**src/quad_dac_pkg.sv**
```systemverilog
/*
 * Shared constants and types of the quad converter serial command control.
 * Assumes a single system clock domain; all pins are sampled into it.
 */
package quad_dac_pkg;

    // Frame layout
    localparam int FRAME_BITS   = 16;
    localparam int DATA_BITS    = 12;
    localparam int CHANNELS     = 4;
    localparam int SEL_HI_POS   = 15;
    localparam int SEL_LO_POS   = 14;
    localparam int CTL_HI_POS   = 13;
    localparam int CTL_LO_POS   = 12;
    localparam int DATA_MSB_POS = 11;

    // Control codes
    localparam logic [1:0] CTL_SPECIAL     = 2'h0;
    localparam logic [1:0] CTL_LOAD_INPUT  = 2'h1;
    localparam logic [1:0] CTL_MISC        = 2'h2;
    localparam logic [1:0] CTL_LOAD_UPDATE = 2'h3;

    // Select codes under the special control code
    localparam logic [1:0] SEL_NOP         = 2'h0;
    localparam logic [1:0] SEL_UPDATE_ALL  = 2'h1;
    localparam logic [1:0] SEL_LOAD_ALL    = 2'h2;
    localparam logic [1:0] SEL_SHUTDOWN    = 2'h3;

    // Select codes under the misc control code
    localparam logic [1:0] SEL_USER_LOW    = 2'h0;
    localparam logic [1:0] SEL_USER_HIGH   = 2'h1;
    localparam logic [1:0] SEL_ECHO_FALL   = 2'h2;
    localparam logic [1:0] SEL_ECHO_RISE   = 2'h3;

    // Reset values
    localparam logic [11:0] CODE_RESET     = 12'h000;
    localparam logic [15:0] FRAME_RESET    = 16'h0000;
    localparam logic        USER_OUT_RESET = 1'b0;
    localparam logic        ECHO_BIT_RESET = 1'b0;
    localparam logic        SHUTDOWN_RESET = 1'b0;

    // Timing: pins cross through this many flops
    localparam int SYNC_STAGES  = 2;
    localparam int CLOCK_HZ     = 10_000_000;
    localparam int SCLK_MAX_HZ  = 10_000_000;

    typedef enum logic {ECHO_FALLING, ECHO_RISING} echo_mode_t;
    typedef logic [DATA_BITS-1:0]  dac_word_t;
    typedef logic [FRAME_BITS-1:0] frame_t;

endpackage

```
**src/serial_frame_if.sv**
```systemverilog
/*
 * Carrier between the serial shifter and the command core.
 * Assumes both ends run on the same system clock.
 */
`timescale 1ns/10ps
interface serial_frame_if
    import quad_dac_pkg::*;
();
    logic       sclkRise;
    logic       sclkFall;
    logic       selected;
    logic       dinBit;
    logic       clearAll;
    echo_mode_t echoMode;
    frame_t     frame;
    logic       echoBit;

    modport shifter
    (
        input  sclkRise,
        input  sclkFall,
        input  selected,
        input  dinBit,
        input  clearAll,
        input  echoMode,
        output frame,
        output echoBit
    );

    modport core
    (
        output sclkRise,
        output sclkFall,
        output selected,
        output dinBit,
        output clearAll,
        output echoMode,
        input  frame,
        input  echoBit
    );
endinterface

```
**src/pin_sync.sv**
```systemverilog
/*
 * Two-flop synchroniser for a group of pin inputs.
 * Assumes the pins are asynchronous to clock; reset is synchronous.
 */
`timescale 1ns/10ps
module pin_sync
    import quad_dac_pkg::*;
#(
    parameter int               WIDTH       = 1,
    parameter logic [WIDTH-1:0] RESET_VALUE = '0
)
(
    input  wire logic             clock,
    input  wire logic             reset,
    input  wire logic [WIDTH-1:0] asyncIn,
    output wire logic [WIDTH-1:0] syncOut
);
    // Elaboration check: the shift below needs two stages at least
    if (WIDTH < 1 || SYNC_STAGES < 2)
    begin : gen_bad_config
        $error("pin_sync: WIDTH below 1 or fewer than two stages");
    end

    genvar bitIdx;
    generate
        for (bitIdx = 0; bitIdx < WIDTH; bitIdx++)
        begin : gen_bit
            logic [SYNC_STAGES-1:0] stage_r;
            // Stage 0 feeds only stage 1
            always_ff @(posedge clock)
            begin
                if (reset)
                    stage_r <= {SYNC_STAGES{RESET_VALUE[bitIdx]}};
                else
                    stage_r <= {stage_r[SYNC_STAGES-2:0], asyncIn[bitIdx]};
            end
            assign syncOut[bitIdx] = stage_r[SYNC_STAGES-1];
        end
    endgenerate
endmodule

```
**src/serial_shifter.sv**
```systemverilog
/*
 * 16-bit input shift register with echo output launch.
 * Assumes sclk edge strobes already synchronised and one clock wide.
 */
`timescale 1ns/10ps
module serial_shifter
    import quad_dac_pkg::*;
(
    input  wire logic        clock,
    input  wire logic        reset,
    serial_frame_if.shifter  link
);
    frame_t shift_r;
    logic   spill_r;
    logic   echo_r;

    wire shiftNow   = link.selected & link.sclkRise;
    wire launchRise = shiftNow & (link.echoMode == ECHO_RISING);
    wire launchFall = link.selected & link.sclkFall & (link.echoMode == ECHO_FALLING);
    wire outgoing   = shift_r[FRAME_BITS-1];

    ////////////////////////////////////////////////////////////////////////////
    // Shift on rising edges only while selected
    always_ff @(posedge clock)
    begin
        if (reset | link.clearAll)
        begin
            shift_r <= FRAME_RESET;
            spill_r <= ECHO_BIT_RESET;
        end
        else if (shiftNow)
        begin
            shift_r <= {shift_r[FRAME_BITS-2:0], link.dinBit};
            spill_r <= outgoing;
        end
    end

    ////////////////////////////////////////////////////////////////////////////
    // Spill bit delays the falling launch by a half period: 16.5 vs 16
    always_ff @(posedge clock)
    begin
        if (reset | link.clearAll)
            echo_r <= ECHO_BIT_RESET;
        else if (launchRise)
            echo_r <= outgoing;
        else if (launchFall)
            echo_r <= spill_r;
    end

    assign link.frame   = shift_r;
    assign link.echoBit = echo_r;
endmodule

```
**src/quad_dac_serial_control.sv**
```systemverilog
/*
 * Digital control of a quad 12-bit converter behind a 3-wire serial port.
 * Assumes a 10 MHz system clock well faster than twice the serial clock;
 * every pin is asynchronous and passes two flops before use.
 */
`timescale 1ns/10ps
// Behaviour
// - Frame: 16 bits MSB first, sel, ctl, data
// - Ctl 01 loads one input register
// - Ctl 11 loads input, then updates all
// - Update all DACs from inputs, exit shutdown
// - Load data into everything, exit shutdown
// - Shutdown command only when lockout high
// - Misc codes drive user output low/high
// - All-zero word changes nothing
// - Echo mode select: rising or falling launch
// - Echo mode commands also update DACs
// - Echo lags input 16.5 or 16 cycles
// - Echo starts in falling-edge mode
// - Deselected: serial pins ignored
// - Selected: shift on rising serial clock
// - Command executes at select rising edge
// - Lockout falling edge wakes from shutdown
// - Echo comes from its own launch register, fed by shift register
// - Clear zeroes registers, user and echo
module quad_dac_serial_control
    import quad_dac_pkg::*;
(
    input  wire logic                 clock,
    input  wire logic                 reset,
    input  wire logic                 csN,
    input  wire logic                 sclk,
    input  wire logic                 din,
    input  wire logic                 clearAllN,
    input  wire logic                 shutdownLockoutN,
    output wire logic                 echoOut,
    output wire logic                 userLogicOutput,
    output wire logic                 shutdownActive,
    output wire logic                 echoRisingMode,
    output wire logic [CHANNELS-1:0][DATA_BITS-1:0] inputCode,
    output wire logic [CHANNELS-1:0][DATA_BITS-1:0] dacCode
);
    // Limitation: serial clock must stay under a quarter of clock, pins are sampled

    ////////////////////////////////////////////////////////////////////////////
    // Pin synchronisation
    localparam int PIN_COUNT = 5;
    localparam int PIN_CS    = 4;
    localparam int PIN_SCLK  = 3;
    localparam int PIN_DIN   = 2;
    localparam int PIN_CLR   = 1;
    localparam int PIN_LOCK  = 0;
    localparam logic [PIN_COUNT-1:0] PIN_IDLE = 5'h13;

    wire logic [PIN_COUNT-1:0] pinRaw;
    wire logic [PIN_COUNT-1:0] pinSync;

    assign pinRaw = {csN, sclk, din, clearAllN, shutdownLockoutN};

    pin_sync #(
        .WIDTH       (PIN_COUNT),
        .RESET_VALUE (PIN_IDLE)
    ) u_sync (
        .clock   (clock),
        .reset   (reset),
        .asyncIn (pinRaw),
        .syncOut (pinSync)
    );

    wire csSync   = pinSync[PIN_CS];
    wire sclkSync = pinSync[PIN_SCLK];
    wire dinSync  = pinSync[PIN_DIN];
    wire clearNow = ~pinSync[PIN_CLR];
    wire lockSync = pinSync[PIN_LOCK];

    ////////////////////////////////////////////////////////////////////////////
    // Edge detection on synchronised levels
    logic csPrev_r;
    logic sclkPrev_r;
    logic lockPrev_r;

    always_ff @(posedge clock)
    begin
        if (reset)
        begin
            csPrev_r   <= PIN_IDLE[PIN_CS];
            sclkPrev_r <= PIN_IDLE[PIN_SCLK];
            lockPrev_r <= PIN_IDLE[PIN_LOCK];
        end
        else
        begin
            csPrev_r   <= csSync;
            sclkPrev_r <= sclkSync;
            lockPrev_r <= lockSync;
        end
    end

    wire sclkRise = sclkSync & ~sclkPrev_r;
    wire sclkFall = ~sclkSync & sclkPrev_r;
    wire csRise   = csSync & ~csPrev_r;
    wire lockFall = ~lockSync & lockPrev_r;
    // Select must be low before and at the edge to count
    wire selected = ~csSync & ~csPrev_r;

    ////////////////////////////////////////////////////////////////////////////
    // Shift register and echo
    serial_frame_if link ();
    echo_mode_t echoMode_r;

    assign link.sclkRise = sclkRise;
    assign link.sclkFall = sclkFall;
    assign link.selected = selected;
    assign link.dinBit   = dinSync;
    assign link.clearAll = clearNow;
    assign link.echoMode = echoMode_r;

    serial_shifter u_shifter (
        .clock (clock),
        .reset (reset),
        .link  (link)
    );

    ////////////////////////////////////////////////////////////////////////////
    // Frame decode: only the last 16 bits shifted count
    wire logic [1:0]  selCode  = link.frame[SEL_HI_POS:SEL_LO_POS];
    wire logic [1:0]  ctlCode  = link.frame[CTL_HI_POS:CTL_LO_POS];
    wire dac_word_t   dataWord = link.frame[DATA_MSB_POS:0];

    // Nothing acts while clear is held
    wire execute = csRise & ~clearNow;

    wire isSpecial = (ctlCode == CTL_SPECIAL);
    wire isMisc    = (ctlCode == CTL_MISC);

    wire loadOne   = execute & ((ctlCode == CTL_LOAD_INPUT)
                             | (ctlCode == CTL_LOAD_UPDATE));
    wire updAfter  = execute & (ctlCode == CTL_LOAD_UPDATE);
    wire updAll    = execute & isSpecial & (selCode == SEL_UPDATE_ALL);
    wire loadAll   = execute & isSpecial & (selCode == SEL_LOAD_ALL);
    wire sdRequest = execute & isSpecial & (selCode == SEL_SHUTDOWN);
    wire sdEnter   = sdRequest & lockSync;
    wire userLow   = execute & isMisc & (selCode == SEL_USER_LOW);
    wire userHigh  = execute & isMisc & (selCode == SEL_USER_HIGH);
    wire echoFall  = execute & isMisc & (selCode == SEL_ECHO_FALL);
    wire echoRise  = execute & isMisc & (selCode == SEL_ECHO_RISE);
    wire copyAll   = updAfter | updAll | echoFall | echoRise;
    // All-zero word falls through every term above untouched
    wire anyDacUpd = copyAll | loadAll;

    ////////////////////////////////////////////////////////////////////////////
    // Input and DAC registers, one pair per channel
    dac_word_t inputReg_r [CHANNELS];
    dac_word_t dacReg_r   [CHANNELS];

    genvar ch;
    generate
        for (ch = 0; ch < CHANNELS; ch++)
        begin : gen_channel
            wire logic [1:0] chCode = 2'(ch);
            wire hit = loadOne & (selCode == chCode);
            wire dac_word_t inputNxt = (loadAll | hit) ? dataWord : inputReg_r[ch];
            // Copy takes the freshly loaded word, so load then update
            wire dac_word_t dacNxt   = loadAll ? dataWord
                                     : copyAll ? inputNxt : dacReg_r[ch];

            always_ff @(posedge clock)
            begin
                if (reset | clearNow)
                begin
                    inputReg_r[ch] <= CODE_RESET;
                    dacReg_r[ch]   <= CODE_RESET;
                end
                else
                begin
                    inputReg_r[ch] <= inputNxt;
                    dacReg_r[ch]   <= dacNxt;
                end
            end

            assign inputCode[ch] = inputReg_r[ch];
            assign dacCode[ch]   = dacReg_r[ch];
        end
    endgenerate

    ////////////////////////////////////////////////////////////////////////////
    // Shutdown state; registers keep contents so wake restores outputs
    logic shutdown_r;
    logic shutdown_nxt;

    always_comb
    begin
        shutdown_nxt = shutdown_r;
        if (sdEnter)
            shutdown_nxt = 1'b1;
        if (anyDacUpd | lockFall)
            shutdown_nxt = 1'b0;
    end

    always_ff @(posedge clock)
    begin
        if (reset | clearNow)
            shutdown_r <= SHUTDOWN_RESET;
        else
            shutdown_r <= shutdown_nxt;
    end

    ////////////////////////////////////////////////////////////////////////////
    // User logic output
    logic userOut_r;

    always_ff @(posedge clock)
    begin
        if (reset | clearNow)
            userOut_r <= USER_OUT_RESET;
        else if (userHigh)
            userOut_r <= 1'b1;
        else if (userLow)
            userOut_r <= 1'b0;
    end

    ////////////////////////////////////////////////////////////////////////////
    // Echo launch edge; clear leaves it alone, reset or the falling echo command restores falling
    always_ff @(posedge clock)
    begin
        if (reset)
            echoMode_r <= ECHO_FALLING;
        else if (echoRise)
            echoMode_r <= ECHO_RISING;
        else if (echoFall)
            echoMode_r <= ECHO_FALLING;
    end

    ////////////////////////////////////////////////////////////////////////////
    // Outputs
    assign echoOut         = link.echoBit;
    assign userLogicOutput = userOut_r;
    assign shutdownActive  = shutdown_r;
    assign echoRisingMode  = (echoMode_r == ECHO_RISING);
endmodule

```
**config.mk**
```make
export PLATFORM = sky130hd
export DESIGN_NAME = quad_dac_serial_control
export DESIGN_NICKNAME = d
export VERILOG_FILES = /design/src/quad_dac_pkg.sv /design/src/serial_frame_if.sv /design/src/pin_sync.sv /design/src/serial_shifter.sv /design/src/quad_dac_serial_control.sv
export SDC_FILE = /design/constraint.sdc
export NUM_CORES = 1
export LEC_CHECK = 0
export ABC_AREA = 1
export ABC_CLOCK_PERIOD_IN_PS = 1700
export BUFFER_PORTS_ARGS = -buffer_cell sky130_fd_sc_hd__clkbuf_2
export CAP_MARGIN = 25
export CORE_AREA = 4 4 130 132
export CTS_BUF_LIST = sky130_fd_sc_hd__clkbuf_8 sky130_fd_sc_hd__clkbuf_16
export CTS_CLUSTER_SIZE = 40
export DETAILED_ROUTE_END_ITERATION = 6
export DIE_AREA = 0 0 134 136
export RECOVER_POWER = 100
export SLEW_MARGIN = 40
export SYNTH_ARGS = -nofsm -noshare
export SYNTH_HDL_FRONTEND = slang
export SYNTH_HIERARCHICAL = 1
export SYNTH_SLANG_ARGS = --single-unit
```
**constraint.sdc**
```tcl
create_clock -name clock -period 1.7 [get_ports clock]
set_input_delay 0.255 -clock clock [delete_from_list [all_inputs] [get_ports clock]]
set_output_delay 0.255 -clock clock [all_outputs]
set_load 0.01 [all_outputs]
```
Yosys cells after proc, flatten, opt, wreduce, memory -nomap -nowiden
Memories as Yosys holds them, arrays and structs flattened.
Cells that the tools add are included.
{ "word_totals": {"memories": 2, "input_bits": 7, "elab_cells": 109, "mem_bits_rw": 96, "out_inout_bits": 100, "register_bits": 34} }
{ "op_classes": {"bitwise": 52, "n_mux": 29, "eq_ne": 6, "reduce_logical": 6} }
{ "memory_table": {"columns": ["memory", "words", "width", "read_ports", "rd_ports_with_merged_regs", "wr", "line", "source"], "rows": [
  ["dacReg_r", 4, 12, 4, 0, 4, "quad_dac_serial_control.sv:153", "dac_word_t dacReg_r [CHANNELS];"],
  ["inputReg_r", 4, 12, 4, 0, 4, "quad_dac_serial_control.sv:152", "dac_word_t inputReg_r [CHANNELS];"]
]} }
{ "ops": {"columns": ["operator", "n"], "rows": [
  ["2-to-1 mux 12 bit", 20],
  ["bitwise AND 1 bit", 26],
  ["bitwise OR 1 bit", 19],
  ["2-to-1 mux 1 bit", 9],
  ["equality test 2 bit (second input constant)", 4],
  ["NOT 1 bit", 7],
  ["nonzero test 2 bit", 3],
  ["equality test 2 x 1 -> 1 bit (second input constant)", 2],
  ["logical NOT 2 bit", 2],
  ["OR reduction 2 bit", 1]
]} }

Longest topological paths before layout
Gate-level depths: netlist (run 1).
{ "depth": {"depth_word": 11, "depth_mapped": 10, "ltp_nobuf": 8} }

By module
Netlist (run 1), hierarchy kept.
{ "modules_own_cells": {"columns": ["mod", "instances", "seq_area_each_um2", "area_each_um2", "cells_per_inst"], "rows": [
  ["quad_dac_serial_control", 1, 2042.0, 4341.7, 628],
  ["serial_shifter", 1, 360.3, 725.7, 86],
  ["pin_sync", 1, 200.2, 319.1, 36]
]} }

Worst setup path before layout (run 1)
No wires, ideal clock.
{ "synth_path": {"path_kind": "register to register", "start": "register u_shifter.shift_r[15] (netlist: u_shifter/link.frame[15])", "end": "memory dacReg_r[3][0] (netlist bit)", "setup_ps": 119, "setup_slack_ps": 263, "t_required_ps": 1581, "n_path_buf": 2, "period_less_slack_ps": 1437, "arrival_time_ps": 1318, "path_stages_with_launch": 10, "cell_sequence": "dfxtp_1 inv_2 nor2_4 nand3_2 buf_4 nand2_2 buf_4 nand2_1 nand2_1 a21oi_1"} }
{ "synth_lines": {"columns": ["item", "line", "source"], "rows": [
  ["start, declared", "serial_shifter.sv:13", "frame_t shift_r;"],
  ["start signal, assigned", "serial_shifter.sv:33", "shift_r <= {shift_r[FRAME_BITS-2:0], link.dinBit};"],
  ["end, declared", "quad_dac_serial_control.sv:153", null]
]} }

==> impl_results.md, run 1 <==
* Crit path max-delay family: simple AND/OR/NAND/NOR gates
* Buf/Inv on CP at 2
* Fraction of layout cells with a size suffix above 1 at 9.93%
* Core area at 15700 um^2
* Placer Congestion at 0.814
* Root Driver: clkbuf_16
* Global route overflow at 0
* Status: finished, final reports clean
* Critical path's slowest cell: dfxtp_1
* Post-synthesis area per instance at 7.18 um^2
* I/O Pins at 107
* Worst-path cell chain: nand2_1 > nor2_4 > buf_12 > o211ai_4 > nand2_2 > clkinvlp_2 > nor2_1 > nor2_1
* Synth unique cells at 26
* H-tree lvl count at 4
* Initial Util at 34.3%
* Slew @ Worst Pin at 0.520 ns
* Die Span Y at 136 um
* Global Route Usage Sum at 17.1%
* Final WL at 15300 um
* Sw Share at 19.4%
* EDFF count, synth at 0
* Commonest non-fill, non-tap cell in the layout: nand2_1
* Synth Flop Type: dfxtp_1
* Fraction of registers with async set/reset at 0%
* Area of the multi-input gates at 2110 um^2
* Worst EP arrival at 1.92 ns
* Setup Crit Path Kind: register to register
* Synth-to-Final Area Change at 24.2%
* Register area share after synthesis at 48.3%
* Input/output buffers at 106
* Psw at 1.35 mW
* DRC Markers at 0
* Gate power share at 1.8%
* Max-cap violations at 0
* Critical Path Max Stage Delay at 0.35 ns
* Largest net degree at the start of global routing at 49
* HPWL after DPL at 10100 um
* Reg-to-reg slack, setup at 0.09 ns
* FILL cells at 1746
* Post-route antenna net violation count at 0
* Synthesized area at 5390 um^2
* Core Util, Final at 42.6%
* Yosys warning total at 6
* Net count after synthesis at 757
* Final Hold Vio Count at 0
* Startpoint Class: register
* Syn Inst Count at 750
* Worst EP required at 2.01 ns
* Max VDD drop at 0.000646 V
* WL/cell at 14.1 um
* Later-pin clock latency in the skew report at 0.42 ns
* Slew headroom at 65.3%
* Pre-antenna DRT Iters at 5
* Detailed-route via count at 4891
* Clock transition at the registers of the reported paths at 0.06 ns
* Drt initial violations at 393
* Period utilisation layout at 94.7%
* CP endpoint kind: register
* Hold Path Class: input port to register
* Crit-path max FO at 6
* Min Tclk post-route at 1.61 ns
* Power share of the clock group at 54.1%
* Leak at 2.93 nW
* Die Area at 18200 um^2
* Final nets at 862
* Slew Viols, Final at 0
* Vias in the first global route at 4678
* Most frequent cells in the layout: nand2_1 (193), dfxtp_1 (129), inv_1 (109), clkbuf_1 (102), nand3_1 (90)
* Register area at 2600 um^2
* Pint at 5.60 mW
* Most used cell, CP: nor2_1
* Total power at 6.95 mW
* Fmax at 621 MHz
* Antenna violations before repair at 0
* CTS tree: yes
* Clk sinks at 130
* Synth Register Bits at 130
* Power per Cell Area at 1040 nW/um^2
* Num rows at 46
* Sequential Power Share at 44.1%
* First-pass GRT wire length at 24500 um
* TritonCTS buffer count at 17
* Post-DR vias/cell at 4.52
* Final setup viols at 0
* ANT cells at 0
* Clk buf depth at 2
* Die W at 134 um
* Worst-case clock skew at 0.00749 ns
## through the flow
stage	hold WS (ns)	TNS (ns)	setup WS, ns	cells	area, um^2
final	0.0119	0	0.0897	1082	6690
after floorplan	0.324	0	0.263	750	5390
after global routing	0.0233	-0.0688	-0.0177	1082	6690
after global placement	0.389	0	0.0895	1049	6160
after CTS	0.00318	0	0.0499	1080	6780
after detailed placement	0.394	0	0.0563	1049	6160
## layer usage
layer / track usage [%] / part of all wire, % / wire length, um / up-vias
met5: 0 / 0 / 0 / -
li1: - / - / - / 2523
met2: 28.6 / 47 / 7200 / 111
met1: 21.7 / 46 / 7070 / 2238
met4: 6.34 / 1.6 / 243 / 0
met3: 3.59 / 5.0 / 770 / 19
## worst min-delay path: stages
cell and delay (ns):
clkbuf_2 0.07, inv_1 0.03, nand2_1 0.04
## cell type report
cell class                      count  share of cell area, %
Sequential cell                   130                   38.9
Multi-Input combinational cell    463                   31.6
Timing Repair Buffer              132                   9.88
Clock buffer                       23                   7.60
Inverter                          110                   6.30
Tap cell                          216                   4.04
Clock inverter                      7                   1.59
Timing Repair inverter              1                 0.0748
## power by group through the flow
stage,clock [mW],sequential [mW],combinational [mW]
after CTS,3.84,3.07,0.126
final,3.76,3.07,0.125
after floorplan,0,3.13,0.0850
after global placement,0,3.13,0.124
after global routing,3.98,3.07,0.139
after detailed placement,0,3.13,0.124
## synthesized netlist by cell type (3+ instances only)
cell,n,share of area (%)
a21oi_1,59,5.5
a21oi_2,10,1.6
buf_2,19,1.8
buf_4,7,0.98
buf_6,5,1.0
clkbuf_1,14,0.98
dfxtp_1,130,48
inv_1,106,7.4
inv_2,3,0.21
nand2_1,195,14
nand2_2,3,0.35
nand3_1,90,8.4
nand3b_1,12,1.7
nor2_1,79,5.5
o21ai_0,3,0.28
## state kept, by name, indices dropped and copies added (netlist names)
register / cells
userLogicOutput: 1
u_shifter/link.echoBit: 1
inputReg_r: 48
sclkPrev_r: 1
csPrev_r: 1
lockPrev_r: 1
dacReg_r: 48
u_sync/gen_bit.stage_r: 10
echoRisingMode: 1
shutdownActive: 1
u_shifter/spill_r: 1
u_shifter/link.frame: 16
## timing repair
action                                 in CTS  in global routing
endpoints found under the hold margin       1                  0
setup buffers                               0                  1
hold buffers                                1                  0
setup endpoints to repair                   0                 33
gates resized for setup                     0                  4
## path summary, 6_finish.rpt
path,cells past startpoint,from,to
worst max-delay path,8,u_sync/gen_bit[1].stage_r[1]$_SDFF_PP1_,dacReg_r[2][9]$_SDFFE_PP0P_
worst min-delay path,3,clearAllN,u_sync/gen_bit[1].stage_r[0]$_SDFF_PP1_
worst max register to register,8,u_sync/gen_bit[1].stage_r[1]$_SDFF_PP1_,dacReg_r[2][9]$_SDFFE_PP0P_
worst min register to register,2,u_sync/gen_bit[3].stage_r[0]$_SDFF_PP0_,u_sync/gen_bit[3].stage_r[1]$_SDFF_PP0_
## cells by family (layout without fill, tap and decap cells)
| logic type | count (synthesis) | in the layout | synth area share (%) |
|---|---|---|---|
| DFF | 130 | 130 | 48.3 |
| and+or+nand+nor | 389 | 389 | 31.1 |
| buffers and inverters | 157 | 273 | 12.9 |
| AOI/OAI and AO/OA | 74 | 74 | 7.76 |
Power figures use the tool's default switching activity.
==> run 2: changes to the inputs <==
CORE_AREA = 4 4 122 124   (was 4 4 130 132)
DIE_AREA = 0 0 126 128   (was 0 0 134 136)
==> run 2 against run 1 <==
Effect of this change: global-route usage rose by 1.8 points; wire length fell by 0.52%; cell count down 3.8%; critical path depth shrank 2; sequential share of layout area increased by 0.95 points; maximum frequency grew 3.4%; die area is 12% lower; clock-buffer cell count decreased by 2; via count shrank 0.14%; power rose by 0.14%; clock skew rose by 0.00058 ns; hold slack worse by 0.0029 ns; largest cell class unchanged.
==> impl_results.md, run 2 (same netlist as run 1, synthesis figures left out) <==
* Worst r2r src: u_sync/gen_bit[4].stage_r[1]$_SDFF_PP1_
* RSZ-0062 raised after global routing: false
* # hold bufs at CTS at 0 (-1)
* Post-CTS Setup Bufs at 0 (unchanged)
* Root Driver: clkbuf_16
* CTS tree: yes
* Power per Cell Area at 1070 nW/um^2 (+2.6%)
* Worst Hold Depth at 3 (unchanged)
* Commonest non-fill, non-tap cell in the layout: nand2_1
* Most used cell, CP: nand2_1
* Post-DR vias/cell at 4.69 (+3.8%)
* ANT cells at 0 (unchanged)
* Buf/Inv on CP at 1 (-1)
* Placer Congestion at 0.783 (-3.9%)
* Final Hold Vio Count at 0 (unchanged)
* Fmax at 642 MHz (+3.4%)
* Status: finished, final reports clean
* Startpoint Class: register
* Synth-to-Final Area Change at 21.2%
* Final hold slack at 0.00895 ns (-0.00290 ns)
* Largest net degree at the start of global routing at 49 (unchanged)
* WL/cell at 14.6 um (+3.4%)
* Post-route antenna net violation count at 0 (unchanged)
* Final nets at 855 (-0.81%)
* Global route overflow at 0 (unchanged)
* Die Area at 16100 um^2 (-12%)
* DRC Markers at 0 (unchanged)
* HPWL after DPL at 9930 um (-2.1%)
* Slew Viols, Final at 0 (unchanged)
* Input/output buffers at 106 (unchanged)
* Final WL at 15200 um (-0.52%)
* TritonCTS buffer count at 17 (unchanged)
* Worst EP arrival at 1.85 ns (-0.07 ns)
* Detailed-route via count at 4884 (-0.14%)
* Most frequent cells in the layout: nand2_1 (194), dfxtp_1 (129), inv_1 (108), clkbuf_1 (101), nand3_1 (90)
* Crit Reg-Reg Endpoint: dacReg_r[1][2]$_SDFFE_PP0P_
* Later-pin clock latency in the skew report at 0.42 ns (about the same)
* Die Span Y at 128 um (-5.9%)
* Clk buf depth at 2 (unchanged)
* Pre-antenna DRT Iters at 5 (unchanged)
* Drt initial violations at 345 (-12%)
* Global Route Usage Sum at 18.9% (+1.8 points)
* CP endpoint kind: register
* Final setup viols at 0 (unchanged)
* Clk sinks at 130 (unchanged)
* Num rows at 43 (-6.5%)
* Worst-case clock skew at 0.00806 ns (+0.000576 ns)
* Fraction of layout cells with a size suffix above 1 at 9.41% (-0.52 points)
* Fin cells at 1041 (-3.8%)
* Critical path's slowest cell: dfxtp_1
* Hold Path End: u_sync/gen_bit[0].stage_r[0]$_SDFF_PP1_
* Crit path max-delay family: simple AND/OR/NAND/NOR gates
* Leak at 2.87 nW (-2.2%)
* Min Tclk post-route at 1.56 ns (-0.0537 ns)
* H-tree lvl count at 4 (unchanged)
* Crit-path max FO at 16 (+10)
* Initial Util at 39.1% (+4.8 points)
* Reg-to-reg slack, setup at 0.14 ns (+0.05 ns)
* Vias in the first global route at 4565 (-2.4%)
* Worst-path cell chain: nand2_1 > nor2_4 > nand3_2 > nand2_1 > buf_2 > a21oi_1
* Antenna violations before repair at 0 (unchanged)
* Post_cts resized at 0 (unchanged)
* Critical Path Max Stage Delay at 0.36 ns (about the same)
* First-pass GRT wire length at 23900 um (-2.2%)
* Clock transition at the registers of the reported paths at 0.05 ns (about the same)
* Setup Crit Path Kind: register to register
* Core area at 13800 um^2 (-12%)
* Hold Path Class: input port to register
* Beginning of the worst hold path: shutdownLockoutN
* Reg2reg path depth at 6 (-2)
* Slew @ Worst Pin at 0.515 ns (-0.00498 ns)
* Die W at 126 um (-6.0%)
* Worst EP required at 1.99 ns (-0.02 ns)
* I/O Pins at 107 (unchanged)
* Max-cap violations at 0 (unchanged)
* Slew headroom at 65.6% (+0.33 points)
* CP Launch Point: u_sync/gen_bit[4].stage_r[1]$_SDFF_PP1_
* Max VDD drop at 0.000842 V (+30%)
* Placed Cells at 1009 (-3.8%)
* Period utilisation layout at 91.6% (-3.2 points)
* FILL cells at 1497 (-14%)
* Core Util, Final at 47.4% (+4.8 points)
* Setup Total Neg Slack at 0 ns (unchanged)
[run 2: cell types whose count changed in the layout (fill, tap and decap cells not counted), sizes merged]
cell         before  now
clkinv            1    5
buf              24   20
dlygate4sd3       1    0
clkbuf          130  127
inv             112  111
[run 2: worst max path at each step]
stage	to	slack, ns	depth (start not counted)
after floorplan	dacReg_r[3][0]$_SDFFE_PP0P_	0.26	9
after detailed placement	dacReg_r[1][4]$_SDFFE_PP0P_	0.1	7
after CTS	dacReg_r[1][2]$_SDFFE_PP0P_	0.09	7
final	dacReg_r[1][2]$_SDFFE_PP0P_	0.14	6
after global routing	dacReg_r[3][5]$_SDFFE_PP0P_	0.002	8
after global placement	dacReg_r[2][1]$_SDFFE_PP0P_	0.12	9
[run 2: report_power, final]
part           internal, mW  leakage, nW  switching (mW)
registers              3.06         1.05         0.00511
clock network          2.44        0.306            1.34
logic                0.0284         1.51          0.0870
[run 2: routing by layer]
layer / GRT usage (%) / share of wire, %
met5: 0 / 0
met4: 6.94 / 2.3
met3: 5.21 / 6.0
met2: 30.5 / 46
met1: 24.3 / 45
[run 2: worst reg2reg max path, stage by stage (launching register included)]
cell and delay, ns:
dfxtp_1 0.36, nand2_1 0.10, nor2_4 0.22, nand3_2 0.13, nand2_1 0.13, buf_2 0.35
a21oi_1 0.14
[run 2: layout make-up]
type | count | area, um^2 | share of cell area [%]
clock buffer | 21 | 480 | 7.36
sequential | 130 | 2600 | 39.9
inverter | 110 | 415 | 6.36
clock inverter | 11 | 134 | 2.05
tap | 180 | 225 | 3.45
multi-input combinational | 463 | 2090 | 32.1
timing repair buffer | 126 | 577 | 8.83
[run 2: metrics by stage]
step,worst slack (ns),total power [mW],area (um^2)
detailed placement,0.0970,3.25,6060
CTS,0.0882,7.01,6670
global route,0.00185,7.17,6530
finish,0.143,6.96,6530
global placement,0.121,3.25,6060
floorplan,0.263,3.21,5390
